### src/hdl/decoder_lock_state_pkg.sv
/*
  Shared constants and carriers of the decoder status and monitor register
  bank: register addresses, reset values, field positions, observation
  select codes and the packed structs that carry datapath state.
  Assumes every user refers to its items as decoder_lock_state_pkg::name.
*/
`default_nettype none

package decoder_lock_state_pkg;

  // ----------------------------------------------------------------------
  // Register addresses on the serial register port
  // ----------------------------------------------------------------------
  localparam logic [7:0] ADDR_EVENT_FLAGS = 8'h03;
  localparam logic [7:0] ADDR_LOCK_STATE = 8'h06;
  localparam logic [7:0] ADDR_EVENT_ENABLES = 8'h1F;
  localparam logic [7:0] ADDR_STATUS_PIN_SELECT = 8'h21;
  localparam logic [7:0] ADDR_DECODER_SETUP = 8'h61;
  localparam logic [7:0] ADDR_RATE_READBACK_HIGH = 8'h74;
  localparam logic [7:0] ADDR_RATE_READBACK_LOW = 8'h75;
  localparam logic [7:0] ADDR_OBSERVATION_HIGH = 8'h7B;
  localparam logic [7:0] ADDR_OBSERVATION_LOW = 8'h7C;

  // ----------------------------------------------------------------------
  // Reset values
  // ----------------------------------------------------------------------
  localparam logic [7:0] RESET_EVENT_ENABLES = 8'h00;
  localparam logic [7:0] RESET_STATUS_PIN_SELECT = 8'h14;
  localparam logic [7:0] RESET_DECODER_SETUP = 8'h03;

  // ----------------------------------------------------------------------
  // Field positions
  // ----------------------------------------------------------------------
  localparam int SEL_DESCRAMBLER_LOCKED = 3;      // Status select: descrambler lock
  localparam int SEL_BA_LOCK = 2;      // Status select: byte-align lock
  localparam int SEL_VITERBI_LOCKED = 1;     // Status select: Viterbi lock
  localparam int SEL_TONE = 0;         // Status select: error-rate tone
  localparam int SETUP_SRC_SEL = 7;    // Output clock source select
  localparam int SETUP_TEST_CLK = 6;
  localparam int SETUP_DS_OFF = 5;
  localparam int SETUP_RS_OFF = 4;
  localparam int SETUP_VIT_BYPASS = 3;
  localparam int SETUP_CUSTOM_SYNC = 2;
  localparam int EVENT_PERIOD_BIT = 2; // Viterbi error period expiry

  // Offsets added to coded fields
  localparam logic [4:0] CLOCK_RATIO_OFFSET = 5'h06;
  localparam logic [2:0] SYNC_LOSS_OFFSET = 3'h2;

  // ----------------------------------------------------------------------
  // Observation select codes
  // ----------------------------------------------------------------------
  localparam logic [3:0] OBS_IQ_SAMPLE = 4'h0;
  localparam logic [3:0] OBS_INPUT_OFFSET = 4'h1;
  localparam logic [3:0] OBS_LOCKED_RATE = 4'h3;
  localparam logic [3:0] OBS_DEC_RATIO = 4'h5;
  localparam logic [3:0] OBS_FREQ_LOCK = 4'h6;
  localparam logic [3:0] OBS_TIMING_LOCK = 4'h7;
  localparam logic [3:0] OBS_PHASE_LOCK = 4'h8;

  // ----------------------------------------------------------------------
  // Carriers
  // ----------------------------------------------------------------------
  typedef struct packed {
    logic [2:0] code_rate;           // 0..5 for rates 1/2 .. 7/8
    logic descrambler_locked;
    logic byte_align_locked;
    logic viterbi_locked;
  } lock_state_s;

  typedef struct packed {
    logic [7:0] input_offset_i;
    logic [7:0] input_offset_q;
    logic rate_search_locked;
    logic [15:0] locked_rate_readout;
    logic [2:0] dec_ratio_index;
    logic [7:0] freq_lock_detector_value;
    logic [15:0] timing_lock_detector_value;
    logic [15:0] phase_lock_detector_value;
  } obs_source_s;

endpackage : decoder_lock_state_pkg

`default_nettype wire

### src/hdl/decoder_lock_state_monitor_regs.sv
/*
  Register bank for decoder control, status, event flags and the
  observation word, reached through the internal side of the two-wire
  serial port. Also drives the status pin, interrupt pin and the
  transport output clock selection.
  Assumes the serial port logic and all datapath inputs share ref_clk_i;
  only the transport input clock pin is asynchronous.
*/
`default_nettype none

// Behaviour
// - Read-only 16-bit symbol rate readback, two bytes
// - Select 0 gives I/Q from one symbol
// - Select 1 gives I/Q input offsets
// - Select 3 gives locked rate times 1024
// - Select 5 top bits give decimation index
// - Select 6 gives frequency detector byte twice
// - Select 7 timing detector, reads leave it
// - Select 8 phase detector, reads leave it
// - Enable bits gate events onto interrupt pin
// - Flags latch events; reading clears all
// - Status pin ORs the selected status signals
// - Ratio field plus six; reset value 14h
// - Tone bit drives error-rate toggle on status
// - Non-manual: bit7 stops rate-derived output clock
// - Manual: bit7 passes input clock, else ratio
// - Setup bits steer test clock, decoder bypasses
// - Setup bit2 selects programmed sync byte
// - Sync loss after field plus two bad words
// - Status bits 6..4 report code rate
// - Live lock bits 3..1; bits 7,0 zero
// - Period expiry coincides with count update
module decoder_lock_state_monitor_regs #(
  parameter int TONE_ERRORS = 64  // Corrected bits per tone half-period
) (
  // Clock and reset
  input wire logic ref_clk_i,
  input wire logic rstn_i,
  // Register port from the serial interface
  input wire logic [7:0] reg_addr_i,
  input wire logic reg_wr_i,
  input wire logic reg_rd_i,
  input wire logic [7:0] reg_wdata_i,
  output logic [7:0] reg_rdata_o,
  // Datapath state
  input wire logic [15:0] symbol_rate_readback_i,
  input wire logic [3:0] observation_select_i,
  input wire logic [7:0] carrier_sync_i_sample_i,
  input wire logic [7:0] carrier_sync_q_sample_i,
  input wire logic sample_valid_i,
  input wire decoder_lock_state_pkg::obs_source_s obs_source_i,
  input wire decoder_lock_state_pkg::lock_state_s lock_state_i,
  input wire logic [7:0] decoder_events_i,
  input wire logic viterbi_error_pulse_i,
  input wire logic [23:0] viterbi_corrected_count_i,
  // Output clock sources
  input wire logic manual_output_clock_mode_i,
  input wire logic rate_clock_i,
  input wire logic transport_input_clock_i,
  // Pins
  output logic irq_n_o,
  output logic status_o,
  output logic transport_output_clock_o,
  // Decoder controls
  output logic test_clock_out_en_o,
  output logic descrambler_off_o,
  output logic reed_solomon_off_o,
  output logic viterbi_bypass_o,
  output logic custom_sync_byte_en_o,
  output logic [2:0] sync_loss_threshold_o,
  output logic [23:0] viterbi_corrected_count_o
);

  // ----------------------------------------------------------------------
  // Elaboration check
  // ----------------------------------------------------------------------
  if (TONE_ERRORS < 2 || TONE_ERRORS > 65535) begin : g_tone_check
    $error("TONE_ERRORS must lie between 2 and 65535");
  end

  // ----------------------------------------------------------------------
  // State
  // ----------------------------------------------------------------------
  logic [7:0] flags_q;        // Sticky decoder events
  logic [7:0] flags_d;
  logic [7:0] enables_q;      // Event enables onto the interrupt pin
  logic [7:0] pin_select_q;   // Ratio field and status pin selects
  logic [7:0] setup_q;        // Decoder setup
  logic [7:0] rdata_q;        // Registered read answer
  logic [7:0] iq_i_q;         // I and Q held as one pair
  logic [7:0] iq_q_q;
  logic [15:0] tone_count_q;  // Corrected bits since last tone edge
  logic tone_q;               // Error-rate tone level
  logic irq_n_q;
  logic status_q;
  logic out_clk_q;
  logic [23:0] vit_count_q;   // Corrected count snapshot
  logic [2:0] thr_q;          // Sync loss threshold, field plus two
  logic in_clk_meta_q;        // Synchroniser first stage
  logic in_clk_sync_q;        // Synchroniser second stage
  logic div_clk;              // Ratio-derived clock
  logic [15:0] obs_word;      // Selected observation word
  logic clear_flags;          // Host read of the flag register

  localparam logic [15:0] TONE_LAST = 16'(TONE_ERRORS - 1);

  // ----------------------------------------------------------------------
  // Helpers
  // ----------------------------------------------------------------------
  // Address match for a host write
  function automatic logic wr_hit(input logic wr, input logic [7:0] a,
                                  input logic [7:0] target);
    wr_hit = wr && (a == target);
  endfunction : wr_hit

  // Live lock state byte; reserved bits stay zero
  function automatic logic [7:0] lock_byte(
      input decoder_lock_state_pkg::lock_state_s s);
    lock_byte = {1'b0, s.code_rate, s.descrambler_locked,
                 s.byte_align_locked, s.viterbi_locked, 1'b0};
  endfunction : lock_byte

  // ----------------------------------------------------------------------
  // Observation word selection
  // ----------------------------------------------------------------------
  // Unlisted codes read zero; host is expected to avoid them
  always_comb begin
    obs_word = 16'h0000;
    case (observation_select_i)
      decoder_lock_state_pkg::OBS_IQ_SAMPLE: begin
        obs_word = {iq_i_q, iq_q_q};
      end
      decoder_lock_state_pkg::OBS_INPUT_OFFSET: begin
        obs_word = {obs_source_i.input_offset_i,
                    obs_source_i.input_offset_q};
      end
      decoder_lock_state_pkg::OBS_LOCKED_RATE: begin
        // Only meaningful once a search has locked
        if (obs_source_i.rate_search_locked) begin
          obs_word = obs_source_i.locked_rate_readout;
        end
      end
      decoder_lock_state_pkg::OBS_DEC_RATIO: begin
        obs_word = {obs_source_i.dec_ratio_index, 13'h0000};
      end
      decoder_lock_state_pkg::OBS_FREQ_LOCK: begin
        obs_word = {obs_source_i.freq_lock_detector_value,
                    obs_source_i.freq_lock_detector_value};
      end
      decoder_lock_state_pkg::OBS_TIMING_LOCK: begin
        obs_word = obs_source_i.timing_lock_detector_value;
      end
      decoder_lock_state_pkg::OBS_PHASE_LOCK: begin
        obs_word = obs_source_i.phase_lock_detector_value;
      end
      default: begin
        obs_word = 16'h0000;
      end
    endcase
  end

  // Both halves load together so a scatter point never mixes symbols
  always_ff @(posedge ref_clk_i) begin
    if (!rstn_i) begin
      iq_i_q <= 8'h00;
      iq_q_q <= 8'h00;
    end else if (sample_valid_i) begin
      iq_i_q <= carrier_sync_i_sample_i;
      iq_q_q <= carrier_sync_q_sample_i;
    end
  end

  // ----------------------------------------------------------------------
  // Writable registers
  // ----------------------------------------------------------------------
  // Enables
  always_ff @(posedge ref_clk_i) begin
    if (!rstn_i) begin
      enables_q <= decoder_lock_state_pkg::RESET_EVENT_ENABLES;
    end else if (wr_hit(reg_wr_i, reg_addr_i,
                        decoder_lock_state_pkg::ADDR_EVENT_ENABLES)) begin
      enables_q <= reg_wdata_i;
    end
  end

  // Ratio field and status pin selects
  always_ff @(posedge ref_clk_i) begin
    if (!rstn_i) begin
      pin_select_q <= decoder_lock_state_pkg::RESET_STATUS_PIN_SELECT;
    end else if (wr_hit(reg_wr_i, reg_addr_i,
                        decoder_lock_state_pkg::ADDR_STATUS_PIN_SELECT)) begin
      pin_select_q <= reg_wdata_i;
    end
  end

  // Decoder setup
  always_ff @(posedge ref_clk_i) begin
    if (!rstn_i) begin
      setup_q <= decoder_lock_state_pkg::RESET_DECODER_SETUP;
    end else if (wr_hit(reg_wr_i, reg_addr_i,
                        decoder_lock_state_pkg::ADDR_DECODER_SETUP)) begin
      setup_q <= reg_wdata_i;
    end
  end

  // ----------------------------------------------------------------------
  // Event flags
  // ----------------------------------------------------------------------
  assign clear_flags = reg_rd_i &&
                       (reg_addr_i == decoder_lock_state_pkg::ADDR_EVENT_FLAGS);

  // New events are ORed in after the clear so none is lost
  always_comb begin
    flags_d = clear_flags ? 8'h00 : flags_q;
    flags_d = flags_d | decoder_events_i;
  end

  always_ff @(posedge ref_clk_i) begin
    if (!rstn_i) begin
      flags_q <= 8'h00;
    end else begin
      flags_q <= flags_d;
    end
  end

  // Threshold held in its own flop so the output carries no adder
  always_ff @(posedge ref_clk_i) begin
    if (!rstn_i) begin
      thr_q <= {1'b0, decoder_lock_state_pkg::RESET_DECODER_SETUP[1:0]} +
               decoder_lock_state_pkg::SYNC_LOSS_OFFSET;
    end else if (wr_hit(reg_wr_i, reg_addr_i,
                        decoder_lock_state_pkg::ADDR_DECODER_SETUP)) begin
      thr_q <= {1'b0, reg_wdata_i[1:0]} +
               decoder_lock_state_pkg::SYNC_LOSS_OFFSET;
    end
  end

  // Snapshot taken on the very edge that raises the expiry flag
  always_ff @(posedge ref_clk_i) begin
    if (!rstn_i) begin
      vit_count_q <= 24'h000000;
    end else if (decoder_events_i[decoder_lock_state_pkg::EVENT_PERIOD_BIT]) begin
      vit_count_q <= viterbi_corrected_count_i;
    end
  end

  // Interrupt pin low while any enabled flag stands
  always_ff @(posedge ref_clk_i) begin
    if (!rstn_i) begin
      irq_n_q <= 1'b1;
    end else begin
      irq_n_q <= ~|(flags_q & enables_q);
    end
  end

  // ----------------------------------------------------------------------
  // Read answer
  // ----------------------------------------------------------------------
  // Reads never touch the detectors, only the flag register clears
  always_ff @(posedge ref_clk_i) begin
    if (!rstn_i) begin
      rdata_q <= 8'h00;
    end else if (reg_rd_i) begin
      case (reg_addr_i)
        decoder_lock_state_pkg::ADDR_EVENT_FLAGS: rdata_q <= flags_q;
        decoder_lock_state_pkg::ADDR_LOCK_STATE: rdata_q <= lock_byte(lock_state_i);
        decoder_lock_state_pkg::ADDR_EVENT_ENABLES: rdata_q <= enables_q;
        decoder_lock_state_pkg::ADDR_STATUS_PIN_SELECT: rdata_q <= pin_select_q;
        decoder_lock_state_pkg::ADDR_DECODER_SETUP: rdata_q <= setup_q;
        decoder_lock_state_pkg::ADDR_RATE_READBACK_HIGH: begin
          rdata_q <= symbol_rate_readback_i[15:8];
        end
        decoder_lock_state_pkg::ADDR_RATE_READBACK_LOW: begin
          rdata_q <= symbol_rate_readback_i[7:0];
        end
        decoder_lock_state_pkg::ADDR_OBSERVATION_HIGH: rdata_q <= obs_word[15:8];
        decoder_lock_state_pkg::ADDR_OBSERVATION_LOW: rdata_q <= obs_word[7:0];
        // Addresses outside this bank answer zero
        default: rdata_q <= 8'h00;
      endcase
    end
  end

  // ----------------------------------------------------------------------
  // Error-rate tone and status pin
  // ----------------------------------------------------------------------
  // Toggle every TONE_ERRORS corrected bits: pitch rises with error rate
  always_ff @(posedge ref_clk_i) begin
    if (!rstn_i) begin
      tone_count_q <= 16'h0000;
      tone_q <= 1'b0;
    end else if (viterbi_error_pulse_i) begin
      if (tone_count_q >= TONE_LAST) begin
        tone_count_q <= 16'h0000;
        tone_q <= ~tone_q;
      end else begin
        tone_count_q <= tone_count_q + 16'h0001;
      end
    end
  end

  // OR of every selected status source
  always_ff @(posedge ref_clk_i) begin
    if (!rstn_i) begin
      status_q <= 1'b0;
    end else begin
      status_q <= (pin_select_q[decoder_lock_state_pkg::SEL_DESCRAMBLER_LOCKED] &&
                   lock_state_i.descrambler_locked) ||
                  (pin_select_q[decoder_lock_state_pkg::SEL_BA_LOCK] &&
                   lock_state_i.byte_align_locked) ||
                  (pin_select_q[decoder_lock_state_pkg::SEL_VITERBI_LOCKED] &&
                   lock_state_i.viterbi_locked) ||
                  (pin_select_q[decoder_lock_state_pkg::SEL_TONE] &&
                   tone_q);
    end
  end

  // ----------------------------------------------------------------------
  // Transport output clock
  // ----------------------------------------------------------------------
  // The input clock pin is asynchronous; only the second stage is used
  always_ff @(posedge ref_clk_i) begin
    if (!rstn_i) begin
      in_clk_meta_q <= 1'b0;
      in_clk_sync_q <= 1'b0;
    end else begin
      in_clk_meta_q <= transport_input_clock_i;
      in_clk_sync_q <= in_clk_meta_q;
    end
  end

  output_clock_divider #(
    .WIDTH(5)
  ) u_divider (
    .ref_clk_i(ref_clk_i),
    .rstn_i(rstn_i),
    .period_i({1'b0, pin_select_q[7:4]} +
              decoder_lock_state_pkg::CLOCK_RATIO_OFFSET),
    .div_clk_o(div_clk)
  );

  // Passing the pin through costs up to three reference cycles of lag
  always_ff @(posedge ref_clk_i) begin
    if (!rstn_i) begin
      out_clk_q <= 1'b0;
    end else if (manual_output_clock_mode_i) begin
      out_clk_q <= setup_q[decoder_lock_state_pkg::SETUP_SRC_SEL] ?
                   in_clk_sync_q : div_clk;
    end else begin
      out_clk_q <= setup_q[decoder_lock_state_pkg::SETUP_SRC_SEL] ?
                   1'b0 : rate_clock_i;
    end
  end

  // ----------------------------------------------------------------------
  // Outputs
  // ----------------------------------------------------------------------
  assign reg_rdata_o = rdata_q;
  assign irq_n_o = irq_n_q;
  assign status_o = status_q;
  assign transport_output_clock_o = out_clk_q;
  assign viterbi_corrected_count_o = vit_count_q;
  // Setup bits go straight out of their register; the threshold comes from thr_q
  assign test_clock_out_en_o = setup_q[decoder_lock_state_pkg::SETUP_TEST_CLK];
  assign descrambler_off_o = setup_q[decoder_lock_state_pkg::SETUP_DS_OFF];
  assign reed_solomon_off_o = setup_q[decoder_lock_state_pkg::SETUP_RS_OFF];
  assign viterbi_bypass_o = setup_q[decoder_lock_state_pkg::SETUP_VIT_BYPASS];
  assign custom_sync_byte_en_o =
      setup_q[decoder_lock_state_pkg::SETUP_CUSTOM_SYNC];
  assign sync_loss_threshold_o = thr_q;

  // ----------------------------------------------------------------------
  // Assertions
  // ----------------------------------------------------------------------
  a_flag_set_wins: assert property (
    @(posedge ref_clk_i) disable iff (!rstn_i)
    decoder_events_i[0] |=> flags_q[0])
    else $error("event lost while flags were cleared");

  a_flag_read_clear: assert property (
    @(posedge ref_clk_i) disable iff (!rstn_i)
    (clear_flags && decoder_events_i == 8'h00) |=> flags_q == 8'h00)
    else $error("flag read did not clear flags");

  a_irq_enabled_event: assert property (
    @(posedge ref_clk_i) disable iff (!rstn_i)
    (decoder_events_i[3] && enables_q[3] &&
     $stable(enables_q)) |-> ##[1:2] !irq_n_o)
    else $error("enabled event did not raise interrupt");

  a_status_or_sel: assert property (
    @(posedge ref_clk_i) disable iff (!rstn_i)
    (pin_select_q[3:1] == 3'b000 && !pin_select_q[0]) |=> !status_o)
    else $error("status pin high with nothing selected");

  a_rate_readback: assert property (
    @(posedge ref_clk_i) disable iff (!rstn_i)
    (reg_rd_i && reg_addr_i == decoder_lock_state_pkg::ADDR_RATE_READBACK_HIGH)
    |=> reg_rdata_o == $past(symbol_rate_readback_i[15:8]))
    else $error("rate readback high byte wrong");

  a_obs_offset_read: assert property (
    @(posedge ref_clk_i) disable iff (!rstn_i)
    (reg_rd_i && reg_addr_i == decoder_lock_state_pkg::ADDR_OBSERVATION_LOW &&
     observation_select_i == decoder_lock_state_pkg::OBS_INPUT_OFFSET)
    |=> reg_rdata_o == $past(obs_source_i.input_offset_q))
    else $error("offset observation low byte wrong");

  a_lock_reserved: assert property (
    @(posedge ref_clk_i) disable iff (!rstn_i)
    (reg_rd_i && reg_addr_i == decoder_lock_state_pkg::ADDR_LOCK_STATE)
    |=> (!reg_rdata_o[7] && !reg_rdata_o[0] &&
         reg_rdata_o[3] == $past(lock_state_i.descrambler_locked)))
    else $error("lock state byte wrong");

  a_sync_loss_count: assert property (
    @(posedge ref_clk_i) disable iff (!rstn_i)
    wr_hit(reg_wr_i, reg_addr_i, decoder_lock_state_pkg::ADDR_DECODER_SETUP)
    |=> sync_loss_threshold_o == {1'b0, $past(reg_wdata_i[1:0])} + 3'd2)
    else $error("sync loss threshold not field plus two");

  a_clock_stopped: assert property (
    @(posedge ref_clk_i) disable iff (!rstn_i)
    (!manual_output_clock_mode_i && setup_q[7])[*2]
    |-> !transport_output_clock_o)
    else $error("output clock runs while stopped");

  a_bypass_follows: assert property (
    @(posedge ref_clk_i) disable iff (!rstn_i)
    wr_hit(reg_wr_i, reg_addr_i, decoder_lock_state_pkg::ADDR_DECODER_SETUP)
    |=> viterbi_bypass_o == $past(reg_wdata_i[3]))
    else $error("viterbi bypass not taken from setup");

endmodule : decoder_lock_state_monitor_regs

`default_nettype wire

### src/hdl/output_clock_divider.sv
/*
  Free-running divider that makes the transport output clock from the
  reference clock, with a period set in reference cycles.
  Assumes the period input is steady or changes only between periods.
*/
`default_nettype none

module output_clock_divider #(
  parameter int WIDTH = 5
) (
  // Clock and reset
  input wire logic ref_clk_i,
  input wire logic rstn_i,
  // Period in reference cycles
  input wire logic [WIDTH-1:0] period_i,
  // Divided clock
  output logic div_clk_o
);

  // ----------------------------------------------------------------------
  // Elaboration check
  // ----------------------------------------------------------------------
  if (WIDTH < 2) begin : g_width_check
    $error("output_clock_divider needs WIDTH of two or more");
  end

  logic [WIDTH-1:0] count_q;  // Position within the period
  logic div_clk_q;            // Registered output level

  // Count through one period; the reason for restarting on overrun is
  // that a shrinking period must not leave the counter past its end
  always_ff @(posedge ref_clk_i) begin
    if (!rstn_i) begin
      count_q <= '0;
    end else if (count_q >= period_i - WIDTH'(1)) begin
      count_q <= '0;
    end else begin
      count_q <= count_q + WIDTH'(1);
    end
  end

  // High for the first half of the period, so odd ratios run low longer
  always_ff @(posedge ref_clk_i) begin
    if (!rstn_i) begin
      div_clk_q <= 1'b0;
    end else begin
      div_clk_q <= (count_q < (period_i >> 1));
    end
  end

  assign div_clk_o = div_clk_q;

endmodule : output_clock_divider

`default_nettype wire

### config.mk
export PLATFORM = sky130hd
export DESIGN_NAME = decoder_lock_state_monitor_regs
export DESIGN_NICKNAME = d
export VERILOG_FILES = /design/src/hdl/decoder_lock_state_pkg.sv /design/src/hdl/decoder_lock_state_monitor_regs.sv /design/src/hdl/output_clock_divider.sv
export SDC_FILE = /design/constraint.sdc
export NUM_CORES = 1
export LEC_CHECK = 0
export BUFFER_PORTS_ARGS = -buffer_cell sky130_fd_sc_hd__buf_2
export CELL_PAD_IN_SITES_DETAIL_PLACEMENT = 0
export CELL_PAD_IN_SITES_GLOBAL_PLACEMENT = 1
export CORE_MARGIN = 2
export CORE_UTILIZATION = 36
export CTS_CLUSTER_DIAMETER = 60
export DETAILED_ROUTE_END_ITERATION = 12
export GPL_TIMING_DRIVEN = 1
export MAX_ROUTING_LAYER = met4
export PLACE_DENSITY_LB_ADDON = 0.1
export SYNTH_ARGS = -nofsm -noshare
export SYNTH_HDL_FRONTEND = slang
export SYNTH_SLANG_ARGS = --single-unit
### constraint.sdc
create_clock -name ref_clk_i -period 2.4 [get_ports ref_clk_i]
set_input_delay 0.48 -clock ref_clk_i [delete_from_list [all_inputs] [get_ports ref_clk_i]]
set_output_delay 0.48 -clock ref_clk_i [all_outputs]
set_load 0.02 [all_outputs]
==> metrics.md <==
| Metric | Value |
|---|---|
| Hold path endpoint | `in_clk_meta_q` |
| Gr usage total | `21.8%` |
| Cells after Synth | `649` |
| Worst reg2reg path depth | `10` |
| Yosys reg bits | `109` |
| Tmin final | `2.06 ns` |
| Vias in the first global route | `5,424` |
| Sequential Power Share | `about half` |
| Critical Path Start Type | `register` |
| Endpoints failing setup | `0` |
| Switching part of the total | `27.1%` |
| Total number of vias | `5,580` |
| Clk_skew | `0.00417 ns` |
| Final Max Tran Viols | `0` |
| CTS sink cnt | `109` |
| Crit Path Max Fanout | `5` |
| Critical Path AT | `2.31 ns` |
| Clock Path Buffers | `2` |
| Reg2Reg Setup Slack | `0.34 ns` |
| Worst slew margin | `about half` |
| Pwr Density | `~530 nW/µm²` |
| Starting Density | `36.7%` |
| Worst Max-Slew Pin Slew | `between 0.7 and 0.8 ns` |
| Final setup TNS | `0 ns` |
| CTS tree | `built` |
| FMAX | `485 MHz` |
| HP Class | `in2reg` |
| Largest net degree at the start of global routing | `30` |
| Grt total ovfl | `0` |
| Final hold slack | `roughly 0.34 ns` |
| Row Count | `46` |
| Status | `completed` |
| Max-cap viol count | `0` |
| Post-synth net total | `838` |
| Total Wirelength | `18.5 mm` |
| Leak | `roughly 3.3 nW` |
| Clock Power Share | `36.7%` |
| First-pass GRT wire length | `28.0 mm` |
| DP Wirelength | `roughly 15 mm` |
| Area grow syn2layout | `28.2%` |
| Multi-input gate area | `~3400 µm²` |
| Mapped Area | `5800 µm²` |
| I/O pin cnt | `218` |
| Comb power frac | `14.6%` |
| Synth Flop Type | `dfxtp_1` |
| Ys async rst share | `0%` |
| Vias per inst | `5.16` |
| 1st-pass router iterations | `4` |
| Placer Congestion | `0.834` |
| Share of the synthesized area in the top cell type | `37.6%` |
| # port buffers | `217` |
| Share of layout cells above drive strength 1 | `30.8%` |
| Hold buffer count at cts | `0` |
| NumNets Final | `1,044` |
| Reg clk slew, reported paths | `0.07 ns` |
| Cell Int Power | `2.87 mW` |
| Max IR drop VDD | `360 µV` |
| Total power | `3.94 mW` |
| Area of the core | `15,800 µm²` |
| Fin crit share | `a little under nine tenths` |
| Root Buffer | `clkbuf_16` |
| RSZ-0062 raised after global routing | `false` |
| Worst-skew pair later-pin latency | `0.35 ns` |
| Die ar. | `around 17,000 µm²` |
| Initial antenna violation count | `5` |
| Synth area leaders | `dfxtp_1 38%, mux2i_1 13%, nor2b_1 8.1%, a22oi_1 4.8%, ha_1 3.0%` |
| Ys Warns | `0` |
| Endpoints failing hold | `0` |
| Post-synth EDFFs | `0` |
| Post-synth top area cell | `dfxtp_1` |
| Sw Pwr | `1.07 mW` |
| Reg2reg start | `pin_select_q[6]` |
| Post-route DRC | `0` |
| Num CTS Buffers | `9` |
| Wire per inst | `between 15 and 20 µm` |
| ANT nets after route | `0` |
| Yosys cell types | `56` |
| Die Y | `between 100 and 150 µm` |
| 1st-iter DRT viols | `between 300 and 400` |
| Chip Width | `131 µm` |
| Post-Syn Area per Cell | `8.94 µm²` |
| CP Data Required Time | `2.64 ns` |
| # H-tree levels | `3` |
| HP Start | `transport_input_clock_i` |
| Hold Path Depth | `2` |
| Sequential share of the synthesized area | `between 30 and 40%` |
| FF-to-FF End | `u_divider.count_q[0]` |
| Register area | `2180 µm²` |
| Fillers | `between 1.5k and 2k` |
| Post-CTS resize count | `0` |
| Critical Path End Type | `register` |
| WS Path Type | `reg2reg` |
| Post-CTS Setup Bufs | `0` |
==> sequential cells by signal, summed over array words and instances, names as in the netlist, 5 cells and up <==
name and count:
enables_q 8, flags_q 8, iq_i_q 8, iq_q_q 8, pin_select_q 8, reg_rdata_o 8, setup_q 8, tone_count_q 16
u_divider.count_q 5, viterbi_corrected_count_o 24
==> kinds of logic after synthesis <==
group	Yosys count	share of synthesized area (%)
simple gates	230	21.9
xor+xnor	14	2.11
fa+ha+maj	14	3.02
compound gates	153	18.3
flops	109	37.6
buf+inv	51	3.54
mux	78	13.5
==> routing by layer <==
layer | global-route usage, % | wire length [µm] | vias up
met5 | - | 0 | -
li1 | - | - | 2770
met4 | 6.70 | 278 | 0
met1 | 26.5 | 8050 | 2600
met2 | 36.8 | 8960 | 189
met3 | 3.83 | 1190 | 21
==> power groups by stage <==
stage,clock [mW],combinational [mW],sequential [mW]
final,1.45,0.574,1.92
after global routing,1.55,0.627,1.93
after CTS,1.50,0.578,1.92
after detailed placement,0,0.574,1.96
after global placement,0,0.565,1.96
after floorplan,0,0.277,1.98
==> Yosys cell counts, types with 8 or more instances <==
library cell	n
xor2_1	8
clkbuf_1	36
nand2_1	33
nor2_1	41
a22o_1	12
a22oi_1	37
nand3_1	21
a31oi_1	9
o21ai_0	24
a21boi_0	9
ha_1	14
dfxtp_1	109
a21oi_1	27
nor3_1	13
nor2b_1	75
mux2i_1	74
==> worst max path at each step <==
stage,start,endpoint,slack [ns],depth (start not counted)
after floorplan,reg_addr_i[6],reg_rdata_o[3],0.38,7
after global placement,reg_addr_i[5],reg_rdata_o[3],0.18,7
after detailed placement,reg_addr_i[5],reg_rdata_o[3],0.14,7
after CTS,pin_select_q[6],u_divider.count_q[3],0.34,10
after global routing,pin_select_q[6],u_divider.count_q[2],0.15,10
final,pin_select_q[6],u_divider.count_q[0],0.34,10
==> cells in the final DEF, fill, tap and decap left out, drive strengths merged, types with 3 or more instances in the layout <==
master / n
buf: 239
dfxtp: 109
nor2b: 75
mux2i: 74
nor2: 42
a22oi: 37
nand2: 33
o21ai: 30
a21oi: 27
nand3: 22
ha: 14
nor3: 13
a22o: 12
a21boi: 10
inv: 10
a31oi: 9
clkbuf: 9
xor2: 8
and3: 7
nand4: 7
xnor2: 6
and2: 6
diode: 5
o22ai: 5
nor4: 5
a221o: 5
and3b: 4
mux2: 4
nand2b: 3
a21o: 3
==> final cells by class <==
cell class                 count  share of cell area, %
tap                          216                   3.63
clock buffer                   9                   3.03
sequential                   109                   29.3
multi-input combinational    489                   45.9
clock inverter                 7                  0.790
inverter                       7                  0.353
antenna                        5                  0.168
timing repair buffer         239                   16.8
==> critical path, cell delays in order (launching register included) <==
cell and delay [ns]:
dfxtp_1 0.39, inv_1 0.09, ha_1 0.20, xor2_1 0.31
nand3_1 0.15, xnor2_1 0.15, ha_1 0.28, inv_1 0.03
o21ai_0 0.15, buf_4 0.16, nor2_1 0.04
==> stage by stage <==
stage	utilization [%]	setup slack (ns)	area (µm²)	cells
floorplan	-	0.383	5800	649
global route	47.0	0.148	7440	1081
global placement	45.2	0.181	7150	1060
detailed placement	45.2	0.145	7150	1060
finish	47.0	0.337	7440	1081
CTS	46.9	0.344	7430	1076
Note: power is estimated with default switching activity, not from simulation.
